File: src/design/iop_pkg.sv
// Shared constants, layouts and types for the port configuration and data registers
package iop_pkg;

   // ************************************************************
   // Port set and per-port features
   // ************************************************************
   localparam int         IOP_PORTS      = 7;
   localparam int         IOP_W          = 8;
   localparam int         IOP_PORT_A     = 0;
   localparam int         IOP_PORT_B     = 1;
   localparam int         IOP_PORT_C     = 2;
   localparam int         IOP_PORT_D     = 3;
   localparam int         IOP_PORT_F     = 5;
   // One bit per port, bit 0 = port A ... bit 6 = port G
   localparam logic [6:0] IOP_HAS_FUNC   = 7'h70;
   localparam logic [6:0] IOP_HAS_OEPT   = 7'h27;
   localparam logic [6:0] IOP_HAS_SLEW   = 7'h24;
   localparam logic [6:0] IOP_HAS_OCELL  = 7'h03;
   localparam logic [6:0] IOP_HAS_ICELL  = 7'h07;
   localparam logic [6:0] IOP_HAS_OESTAT = 7'h27;
   localparam logic [7:0] IOP_D_PIN_MASK = 8'h0F;
   localparam logic [7:0] IOP_FULL_MASK  = 8'hFF;
   localparam logic [7:0] IOP_CFG_RST    = 8'h00;
   localparam logic [7:0] IOP_MASK_RST   = 8'h00;
   localparam logic [7:0] IOP_UNMAPPED   = 8'h00;

   // ************************************************************
   // Register kinds and address layout
   // ************************************************************
   localparam int IOP_RK_FUNC   = 0;
   localparam int IOP_RK_DIR    = 1;
   localparam int IOP_RK_DRIVE  = 2;
   localparam int IOP_RK_DIN    = 3;
   localparam int IOP_RK_DOUT   = 4;
   localparam int IOP_RK_OCELL  = 5;
   localparam int IOP_RK_MASK   = 6;
   localparam int IOP_RK_ICELL  = 7;
   localparam int IOP_RK_OESTAT = 8;
   localparam int IOP_NKINDS    = 9;
   // Offset address: [7] zero, [6:3] register kind code, [2:0] port
   localparam int IOP_KIND_LSB  = 3;
   localparam int IOP_KIND_MSB  = 6;
   localparam int IOP_PORT_MSB  = 2;
   localparam logic [8:0][3:0] IOP_KIND_OFS = {4'h8, 4'h7, 4'h6, 4'h5, 4'h4,
                                               4'h3, 4'h2, 4'h1, 4'h0};

   // ************************************************************
   // Carriers
   // ************************************************************
   typedef struct packed {
      logic [7:0] func;
      logic [7:0] dir;
      logic [7:0] drive;
      logic [7:0] latch;
   } iop_port_cfg_t;

   typedef struct packed {
      logic       sel;
      logic       wr;
      logic       rd;
      logic [7:0] addr;
      logic [7:0] wdata;
   } iop_bus_req_t;

   typedef struct packed {
      logic [7:0] out;
      logic [7:0] oe;
      logic [7:0] open_drain;
      logic [7:0] fast_slew;
      logic [7:0] drive_on;
   } iop_pin_ctl_t;

   typedef struct packed {
      iop_port_cfg_t [6:0] cfg;
      logic [1:0][7:0]     mask;
      logic [7:0]          rdata;
      logic [1:0][7:0]     load;
      logic [7:0]          load_data;
   } iop_state_t;

   localparam iop_state_t IOP_STATE_RST = '0;

endpackage

File: src/design/iop_pin_drive.sv
// Pin driver control for one port: direction merge, mode select, drive type
`timescale 1ns/1ns
module iop_pin_drive #(
   parameter bit HAS_FUNC = 1'b0,
   parameter bit HAS_OEPT = 1'b0,
   parameter bit HAS_SLEW = 1'b0
) (
   input  iop_pkg::iop_port_cfg_t cfg,
   input  logic [7:0]             oe_term,
   input  logic [7:0]             addr_out,
   output iop_pkg::iop_pin_ctl_t  pin_ctl
);

   logic [7:0] mode_addr;
   logic [7:0] dir_eff;
   logic [7:0] dout;
   logic [7:0] odrain;

   always_comb begin
      mode_addr = HAS_FUNC ? cfg.func : 8'h00;
      dir_eff   = cfg.dir | (HAS_OEPT ? oe_term : 8'h00);
      dout      = (mode_addr & addr_out) | (~mode_addr & cfg.latch);
      odrain    = HAS_SLEW ? 8'h00 : cfg.drive;
      pin_ctl.out        = dout;
      pin_ctl.open_drain = odrain;
      pin_ctl.fast_slew  = HAS_SLEW ? cfg.drive : 8'h00;
      // Open drain pins only pull low; a high bit releases the pin
      pin_ctl.oe         = dir_eff & ~(odrain & dout);
      pin_ctl.drive_on   = dir_eff;
   end

endmodule

File: src/design/iop_port_regs.sv
// Port configuration and data registers for seven I/O ports on the MCU bus
`timescale 1ns/1ns
module iop_port_regs #(
   parameter logic [8:0][3:0] KIND_OFS = iop_pkg::IOP_KIND_OFS
) (
   input  logic                        mclk,
   input  logic                        rst_n,
   input  iop_pkg::iop_bus_req_t       bus_req,
   output logic [7:0]                  bus_rdata,
   input  logic [6:0][7:0]             pin_in,
   input  logic [6:0][7:0]             oe_term,
   input  logic [6:0][7:0]             addr_out,
   input  logic [1:0][7:0]             ocell_state,
   input  logic [2:0][7:0]             icell_state,
   output logic [1:0][7:0]             ocell_load,
   output logic [7:0]                  ocell_wdata,
   output iop_pkg::iop_pin_ctl_t [6:0] pin_ctl
);

   // ************************************************************
   // Elaboration checks
   // ************************************************************
   generate
      for (genvar i = 0; i < iop_pkg::IOP_NKINDS; i++) begin : g_chk_i
         for (genvar j = i + 1; j < iop_pkg::IOP_NKINDS; j++) begin : g_chk_j
            if (KIND_OFS[i] == KIND_OFS[j]) begin : g_clash
               $error("Two register kinds share one offset");
            end
         end
      end
   endgenerate

   // ************************************************************
   // Decode helpers
   // ************************************************************
   function automatic bit port_has(input logic [6:0] set, input logic [2:0] port);
      bit r;
      r = 1'b0;
      if (port < 3'(iop_pkg::IOP_PORTS)) begin
         r = set[port];
      end
      return r;
   endfunction

   // Kind index for an offset, IOP_NKINDS when nothing matches
   function automatic int kind_of(input logic [7:0] addr);
      int k;
      k = iop_pkg::IOP_NKINDS;
      if (addr[7] == 1'b0) begin
         for (int i = 0; i < iop_pkg::IOP_NKINDS; i++) begin
            if (addr[iop_pkg::IOP_KIND_MSB:iop_pkg::IOP_KIND_LSB] == KIND_OFS[i]) begin
               k = i;
            end
         end
      end
      return k;
   endfunction

   function automatic logic [7:0] pin_mask(input logic [2:0] port);
      logic [7:0] m;
      m = (port == 3'(iop_pkg::IOP_PORT_D)) ? iop_pkg::IOP_D_PIN_MASK
                                            : iop_pkg::IOP_FULL_MASK;
      return m;
   endfunction

   // ************************************************************
   // State
   // ************************************************************
   iop_pkg::iop_state_t st_q;
   iop_pkg::iop_state_t st_d;
   logic [2:0]          port;
   logic                port_ok;
   int                  kind;
   logic [7:0]          rd_val;

   assign port    = bus_req.addr[iop_pkg::IOP_PORT_MSB:0];
   assign port_ok = port < 3'(iop_pkg::IOP_PORTS);
   assign kind    = kind_of(bus_req.addr);

   // ************************************************************
   // Pin drivers
   // ************************************************************
   generate
      for (genvar p = 0; p < iop_pkg::IOP_PORTS; p++) begin : g_port
         iop_pin_drive #(
            .HAS_FUNC (iop_pkg::IOP_HAS_FUNC[p]),
            .HAS_OEPT (iop_pkg::IOP_HAS_OEPT[p]),
            .HAS_SLEW (iop_pkg::IOP_HAS_SLEW[p])
         ) u_drive (
            .cfg      (st_q.cfg[p]),
            .oe_term  (oe_term[p]),
            .addr_out (addr_out[p]),
            .pin_ctl  (pin_ctl[p])
         );
      end
   endgenerate

   // ************************************************************
   // Read selection
   // ************************************************************
   always_comb begin
      rd_val = iop_pkg::IOP_UNMAPPED;
      if (port_ok) begin
         case (kind)
            iop_pkg::IOP_RK_FUNC: begin
               if (port_has(iop_pkg::IOP_HAS_FUNC, port)) begin
                  rd_val = st_q.cfg[port].func;
               end
            end
            iop_pkg::IOP_RK_DIR: begin
               rd_val = st_q.cfg[port].dir;
            end
            iop_pkg::IOP_RK_DRIVE: begin
               rd_val = st_q.cfg[port].drive;
            end
            iop_pkg::IOP_RK_DIN: begin
               rd_val = pin_in[port] & pin_mask(port);
            end
            iop_pkg::IOP_RK_DOUT: begin
               rd_val = st_q.cfg[port].latch;
            end
            iop_pkg::IOP_RK_OCELL: begin
               if (port_has(iop_pkg::IOP_HAS_OCELL, port)) begin
                  rd_val = ocell_state[port[0]];
               end
            end
            iop_pkg::IOP_RK_MASK: begin
               if (port_has(iop_pkg::IOP_HAS_OCELL, port)) begin
                  rd_val = st_q.mask[port[0]];
               end
            end
            iop_pkg::IOP_RK_ICELL: begin
               if (port_has(iop_pkg::IOP_HAS_ICELL, port)) begin
                  rd_val = icell_state[port[1:0]];
               end
            end
            iop_pkg::IOP_RK_OESTAT: begin
               if (port_has(iop_pkg::IOP_HAS_OESTAT, port)) begin
                  rd_val = pin_ctl[port].drive_on;
               end
            end
            default: begin
               rd_val = iop_pkg::IOP_UNMAPPED;
            end
         endcase
      end
   end

   // ************************************************************
   // Next state
   // ************************************************************
   always_comb begin
      st_d      = st_q;
      st_d.load = '0;
      if (bus_req.sel && bus_req.rd) begin
         st_d.rdata = rd_val;
      end
      if (bus_req.sel && bus_req.wr && port_ok) begin
         case (kind)
            iop_pkg::IOP_RK_FUNC: begin
               if (port_has(iop_pkg::IOP_HAS_FUNC, port)) begin
                  st_d.cfg[port].func = bus_req.wdata;
               end
            end
            iop_pkg::IOP_RK_DIR: begin
               st_d.cfg[port].dir = bus_req.wdata & pin_mask(port);
            end
            iop_pkg::IOP_RK_DRIVE: begin
               st_d.cfg[port].drive = bus_req.wdata & pin_mask(port);
            end
            iop_pkg::IOP_RK_DOUT: begin
               st_d.cfg[port].latch = bus_req.wdata;
            end
            iop_pkg::IOP_RK_OCELL: begin
               if (port_has(iop_pkg::IOP_HAS_OCELL, port)) begin
                  st_d.load[port[0]] = ~st_q.mask[port[0]];
                  st_d.load_data     = bus_req.wdata;
               end
            end
            iop_pkg::IOP_RK_MASK: begin
               if (port_has(iop_pkg::IOP_HAS_OCELL, port)) begin
                  st_d.mask[port[0]] = bus_req.wdata;
               end
            end
            default: begin
               st_d.load = '0;
            end
         endcase
      end
   end

   always_ff @(posedge mclk) begin
      if (!rst_n) begin
         st_q <= iop_pkg::IOP_STATE_RST;
      end else begin
         st_q <= st_d;
      end
   end

   assign bus_rdata   = st_q.rdata;
   assign ocell_load  = st_q.load;
   assign ocell_wdata = st_q.load_data;

endmodule

File: config.mk
export PLATFORM = sky130hd
export DESIGN_NAME = iop_port_regs
export DESIGN_NICKNAME = d
export VERILOG_FILES = /design/src/design/iop_pkg.sv /design/src/design/iop_pin_drive.sv /design/src/design/iop_port_regs.sv
export SDC_FILE = /design/constraint.sdc
export NUM_CORES = 1
export LEC_CHECK = 0
export BUFFER_PORTS_ARGS = -buffer_cell sky130_fd_sc_hd__buf_2
export CAP_MARGIN = 15
export CORE_MARGIN = 5
export CORE_UTILIZATION = 32
export DETAILED_ROUTE_END_ITERATION = 16
export GPL_TIMING_DRIVEN = 0
export PLACE_DENSITY = 0.61
export SYNTH_ARGS = -nofsm -noshare
export SYNTH_HDL_FRONTEND = slang
export SYNTH_SLANG_ARGS = --single-unit
File: constraint.sdc
create_clock -name mclk -period 3.3 [get_ports mclk]
set_input_delay 0.825 -clock mclk [delete_from_list [all_inputs] [get_ports mclk]]
set_output_delay 0.825 -clock mclk [all_outputs]
set_load 0.01 [all_outputs]
==> results by group, run 1 <==
Setup path
  – Worst Path Arrival: 3.83 ns
  – CP Buf/Inv Count: 4
  – Critical path endpoint category: register
  – CP startpoint: bus_req[8]
  – Setup crit end: bus_rdata[3]
  – Flop2flop setup slack: 1.23 ns
  – R2r startpoint: st_q[67]
  – Critical Path Stages: 9
  – Crit path top cell by count: buf_2
  – CP max stage delay: roughly 0.75 ns
  – Family with the most delay on the worst path: buffers and inverters
  – R2r endpoint: bus_rdata[3]
  – Critical Path Start Type: primary input
  – Worst Path Required: between 3 and 4 ns
  – Crit path kind: primary input to register
  – R2R depth: 5
  – CP max FO: 10
  – Ordered list of cells on the worst path: buf_2 -> buf_2 -> buf_4 -> nor2_1 -> buf_1 -> a22oi_1 -> o2111ai_1 -> nand4_1 -> o221a_2
  – Slowest CP cell: buf_1

STA
  – Final min period: 3.38 ns
  – Worst-Margin Slew: ~1.3 ns
  – Pins Over Slew Limit: 0
  – RSZ-0062 raised after global routing: no
  – Fin Clk Skew: between 0.01 and 0.015 ns
  – Fmax: ~300 MHz
  – Setup Viol. Count Final: 2
  – Final hold vios: 0
  – Relative slew slack: between 10% and 20%
  – Worst Slack Setup Final: -0.0839 ns
  – Fin crit share: 103%
  – Hold WS: 0.449 ns

Synth
  – Cell taking the most area after synthesis: dfxtp_1
  – Mean Syn Cell Area: 8.82 um2
  – Number of flops mapped to enable cells by yosys: 0
  – Synth cell types: 66
  – Synth area leaders: dfxtp_1, mux2i_1, buf_4
  – Register area share after synthesis: 33.1%
  – Count leader, synth: dfxtp_1
  – Ys flop type: dfxtp_1
  – Share of the synthesized area in the top cell type: 33.1%
  – #FFs+latches synth: 240
  – Synthesized area: 14500 um2
  – FFs w/ async S/R, synth: 0%
  – Post-Syn Instances: 1647
  – Synth top cells by count: dfxtp_1, buf_4, mux2i_1
  – Yosys warns: 0

Route
  – Routed len/inst: just under 30 um
  – DRT Wirelength: 82.1 mm
  – # DRC: 0
  – Detailed Route Iter0 Violations: ~1500
  – Avg Vias per Cell: 5.34
  – Via Count: roughly 15000
  – ANT nets after route: 0
  – Pre-antenna DRT Iters: 6

Placed design
  – PortBufs: 414
  – Placed insts: 2717
  – Gpl congestion: 0.991
  – Post-DP HPWL: 65.8 mm
  – Pre-CTS setup slack: -0.809 ns

Cells and area
  – Ant. Diodes: 0
  – Post-route insts no fill: 2767
  – Final #Nets: 2376
  – Share of cells above drive strength 1: a little under two fifths
  – Area growth, synth to finish: 28.4%

Die
  – IO Pins: ~540
  – Die width: 223 um
  – Core box area: 45200 um2
  – Die height: between 200 and 250 um
  – # rows: 78
  – Die area: 49800 um2
  – Starting Density: around a third

Global routing
  – Global Route Usage Sum: 30.8%
  – Total global routing overflow: 0
  – First-pass GRT wire length: 111 mm
  – Largest net degree at the start of global routing: 15
  – Initial antenna violation count: 4
  – Vias in the first global route: roughly 14000

Run
  – Max_cap viols: 0

Outcome
  – Failing checks: negative setup slack
  – Status: complete, but fails checks

Clocking
  – H-tree depth: 1
  – CTS Buf Count: 27
  – Root buf cell: clkbuf_16
  – Post-CTS Setup Bufs: 0
  – CTS clock-pin slew for the worst setup and hold paths: 0.07 ns
  – TritonCTS sink count: 240
  – CTS tree: done
  – CTS Buffer Depth: 3
  – Later-pin clock latency in the skew report: about 0.55 ns

Power
  – Leakage: 8.66 nW
  – Pwr/cell area: approximately 400 nW/um2
  – Worst VDD drop: between 0.3 and 0.4 mV

Worst hold path
  – Hold WC Path Type: register to register
  – Hold Crit Depth: 1
==> cell families (layout without fill, tap and decap cells) <==
kind of cell	after synthesis	after routing	share of synthesized area (%)
simple gates	469	469	17.3
buf+inv	376	841	15.7
other cells	1	56	0.0258
mux	222	222	17.2
flops	240	240	33.1
compound gates	339	339	16.7
==> through the flow <==
| stage | area (um2) | TNS, ns | total power [mW] | util [%] |
|---|---|---|---|---|
| CTS | 18600 | 0 | 7.40 | 41.3 |
| finish | 18700 | -0.106 | 7.41 | 41.3 |
| global placement | 17600 | -43.38 | 3.85 | 38.9 |
| floorplan | 14700 | 0 | 3.43 | - |
| detailed placement | 17600 | -45.30 | 3.86 | 38.9 |
| global route | 18700 | 0 | 7.58 | 41.3 |
==> area by class of cell <==
| cell class | count | area, um2 |
|---|---|---|
| fillers | 4671 | 26500 |
| multi-input cells | 1086 | 7670 |
| flip-flops and latches | 240 | 4800 |
| plain buffers | 337 | 2150 |
| repair buffers | 416 | 2080 |
| well taps | 600 | 751 |
| clock buffers | 30 | 717 |
| clock inverters | 19 | 334 |
| inverters | 39 | 146 |
==> worst min-delay path by stage <==
stage                     startpoint        endpoint  slack (ns)
after floorplan             st_q[42]  ocell_load[10]        0.41
after global placement      st_q[43]  ocell_load[11]        0.44
after detailed placement    st_q[43]  ocell_load[11]        0.44
after CTS                   st_q[43]  ocell_load[11]        0.45
after global routing        st_q[43]  ocell_load[11]        0.48
final                       st_q[43]  ocell_load[11]        0.45
==> where the power goes <==
| group | leakage [nW] | internal [mW] | switching, mW | total (mW) |
|---|---|---|---|---|
| Combinational | 6.23 | 0.321 | 0.602 | 0.923 |
| Sequential | 1.93 | 2.90 | 0.00286 | 2.90 |
| Clock | 0.506 | 2.27 | 1.32 | 3.59 |
==> per-layer routing <==
layer  vias up  global-route usage [%]  part of all wire, %
met5         -                       0                0.049
met4         6                    9.23                  3.3
met3       123                    4.59                  8.2
met2       869                    49.8                   46
met1      7266                    42.8                   43
li1       6518                       -                    -
==> timing repair <==
action | 4_1_cts | 5_1_grt
pin swaps | 0 | 0
endpoints found under the setup margin | 6 | 5
hold buffers | 0 | 0
resized for setup | 7 | 5
==> flip-flops by register name, indices dropped and copies added, names as in the netlist <==
signal,cells
st_q,208
ocell_load,16
bus_rdata,8
ocell_wdata,8
==> placed cells by master, fill, tap and decap left out, drive strengths merged, types with 19 or more instances in the layout <==
| master | synthesis | layout |
|---|---|---|
| clkbuf | 67 | 98 |
| nand3 | 63 | 63 |
| buf | 270 | 684 |
| mux2 | 22 | 22 |
| dfxtp | 240 | 240 |
| o221ai | 19 | 19 |
| inv | 39 | 40 |
| nor2 | 63 | 63 |
| a21oi | 34 | 34 |
| conb | 1 | 56 |
| o21ai | 57 | 57 |
| nand2 | 133 | 133 |
| o211ai | 19 | 19 |
| a21boi | 119 | 119 |
| mux2i | 180 | 180 |
| nor2b | 112 | 112 |
| mux4 | 20 | 20 |
(Power assumes the default switching activity.)
==> run 2: changes to the inputs <==
PLACE_DENSITY = 0.53   (was 0.61)
REMOVE_ABC_BUFFERS = 1   (was unset)
==> run 2 against run 1 <==
Compared with the run above: the flow still finishes with violations (negative setup slack); clock power is 5.8% lower; first-iteration DRC count down 36%; non-clock buffer count decreased by 304; die area unchanged; register-to-register slack improved by 0.10 ns; fmax up 2.0%; power down 5.4%; clock skew is 0.0011 ns higher; critical path depth down 2; combinational power down 20%; final cell count is 11% lower; routed wire length is 21% lower; largest power group unchanged.
==> results by group, run 2 (synthesis gave the netlist of run 1 again) <==
Die
  – Core box area: 45200 um2
  – IO Pins: 541
  – Die width: 223 um
  – Die area: 49800 um2
  – Starting Density: between 30% and 40%
  – # rows: between 70 and 80
  – Die height: 223 um

STA
  – Final hold vios: 0
  – Fin Clk Skew: roughly 0.014 ns
  – Fin crit share: 101%
  – Relative slew slack: 35.0%
  – Final min period: between 3 and 4 ns
  – Fmax: between 300 and 400 MHz
  – Setup Viol. Count Final: 7
  – Pins Over Slew Limit: 0
  – RSZ-0062 raised after global routing: yes
  – Worst Slack Setup Final: -0.0177 ns
  – Worst-Margin Slew: about 0.97 ns

Outcome
  – Failing checks: negative setup slack
  – Status: complete, but fails checks

Setup path
  – Setup crit end: st_q[97]
  – Critical path endpoint category: register
  – Critical Path Start Type: primary input
  – R2r endpoint: bus_rdata[1]
  – Worst Path Required: 3.75 ns
  – CP startpoint: bus_req[8]
  – Family with the most delay on the worst path: simple AND/OR/NAND/NOR gates
  – Critical Path Stages: 7
  – Flop2flop setup slack: 1.33 ns
  – Crit path kind: primary input to register
  – CP Buf/Inv Count: 2
  – CP max FO: 87
  – CP max stage delay: 0.85 ns
  – R2r startpoint: st_q[161]
  – Slowest CP cell: nand3_1
  – Ordered list of cells on the worst path: buf_8 -> buf_16 -> and3_1 -> nor4_2 -> nand3_1 -> mux2i_1 -> nor2b_1
  – Worst Path Arrival: 3.77 ns
  – R2R depth: 5

Power
  – Worst VDD drop: 0.362 mV
  – Power Total: 7.02 mW
  – Leakage: 7.44 nW
  – Pwr/cell area: ~410 nW/um2

Cells and area
  – Multi-input gate area: 7750 um2
  – Post-route insts no fill: 2468
  – Area growth, synth to finish: 16.8%
  – Fillers: 4618
  – Largest register FFs: 208
  – Reg area: 4800 um2
  – Most common cell after layout, fill and taps aside: buf_2
  – Share of cells above drive strength 1: 31.9%
  – Most frequent cells in the layout: buf_2, dfxtp_1, mux2i_1
  – Largest register by flop count: st_q
  – Final #Nets: between 2000 and 2500

Placed design
  – Gpl congestion: 0.892
  – Post-DP HPWL: 47.9 mm
  – PortBufs: between 400 and 500
  – Placed insts: 2410

Global routing
  – Largest net degree at the start of global routing: 150
  – Total global routing overflow: 0
  – GR peak layer: met2
  – First-pass GRT wire length: a little over 90 mm
  – Vias in the first global route: 12800
  – Met3 GRT Util: approximately 5%
  – Initial antenna violation count: 7
  – GR Layer Usage met1: 31.0%
  – Global Route Usage Sum: 24.3%
  – M2 GR Usage: about two fifths

Run
  – Max_cap viols: 0

Clocking
  – H-tree depth: 1
  – Root buf cell: clkbuf_16
  – CTS Buf Count: 30
  – Hold buffer count at cts: 0
  – Later-pin clock latency in the skew report: 0.57 ns
  – CTS tree: done
  – TritonCTS sink count: 240
  – CTS clock-pin slew for the worst setup and hold paths: roughly 0.06 ns
  – CTS Buffer Depth: 3

Route
  – Routed len/inst: 26.1 um
  – DRT Wirelength: 64.4 mm
  – Via Count: 13000
  – Avg Vias per Cell: 5.25
  – Pre-antenna DRT Iters: 5
  – ANT nets after route: 0
  – Detailed Route Iter0 Violations: between 900 and 1000
  – # DRC: 0

Worst hold path
  – Hold WC Path Type: register to register
[run 2: changes by cell type in the layout (fill, tap and decap cells not counted), sizes merged]
| cell | change |
|---|---|
| bufinv | -5 |
| diode | +2 |
| clkbuf | -58 |
| clkdlybuf4s15 | -1 |
| clkinv | +1 |
| buf | -235 |
| clkinvlp | -3 |
[run 2: final cells by class]
type | instances | share of cell area [%]
tap | 600 | 4.42
clock buffer | 40 | 4.83
antenna | 2 | 0.0295
multi-input combinational | 1086 | 45.7
inverter | 39 | 0.863
sequential | 240 | 28.3
timing repair buffer | 449 | 14.9
clock inverter | 12 | 0.980
[run 2: how the worst min path moves through the flow]
| stage | from | endpoint | slack (ns) | cells after the start |
|---|---|---|---|---|
| final | st_q[41] | ocell_load[9] | 0.45 | 1 |
| after detailed placement | st_q[45] | ocell_load[13] | 0.43 | 1 |
| after global routing | st_q[45] | ocell_load[13] | 0.47 | 1 |
| after floorplan | st_q[42] | ocell_load[10] | 0.41 | 1 |
| after CTS | st_q[41] | ocell_load[9] | 0.45 | 1 |
| after global placement | st_q[45] | ocell_load[13] | 0.43 | 1 |
[run 2: metal layers]
metal  wire (um)  vias up  share of wire [%]
met4        2300        8                3.6
met2       30700      642                 48
met3        4820      106                7.5
li1            -     5908                  -
met1       26500     6295                 41
met5          53        -              0.082
[run 2: per-stage QoR]
step / hold WS [ns] / setup TNS (ns) / area, um2 / utilization, % / setup slack, ns
2_1_floorplan: 0.409 / -40.85 / 12600 / - / -0.804
3_3_place_gp: 0.433 / -839.20 / 15500 / 34.2 / -5.53
3_5_place_dp: 0.435 / -90.60 / 15900 / 35.2 / -1.22
4_1_cts: 0.445 / -1.61 / 16900 / 37.4 / -0.153
5_1_grt: 0.472 / -1.88 / 17000 / 37.6 / -0.135
6_report: 0.448 / -0.0626 / 17000 / 37.6 / -0.0177
[run 2: report_power, final]
| part | internal, mW | total, mW | switching [mW] |
|---|---|---|---|
| Sequential | 2.90 | 2.90 | 0.00203 |
| Combinational | 0.268 | 0.738 | 0.470 |
| Clock | 2.04 | 3.38 | 1.34 |
[run 2: repair_timing]
item	4_1_cts	5_1_grt
gates resized for setup	5	7
pin swaps	0	2
endpoints found under the setup margin	42	76
buffers inserted	0	3
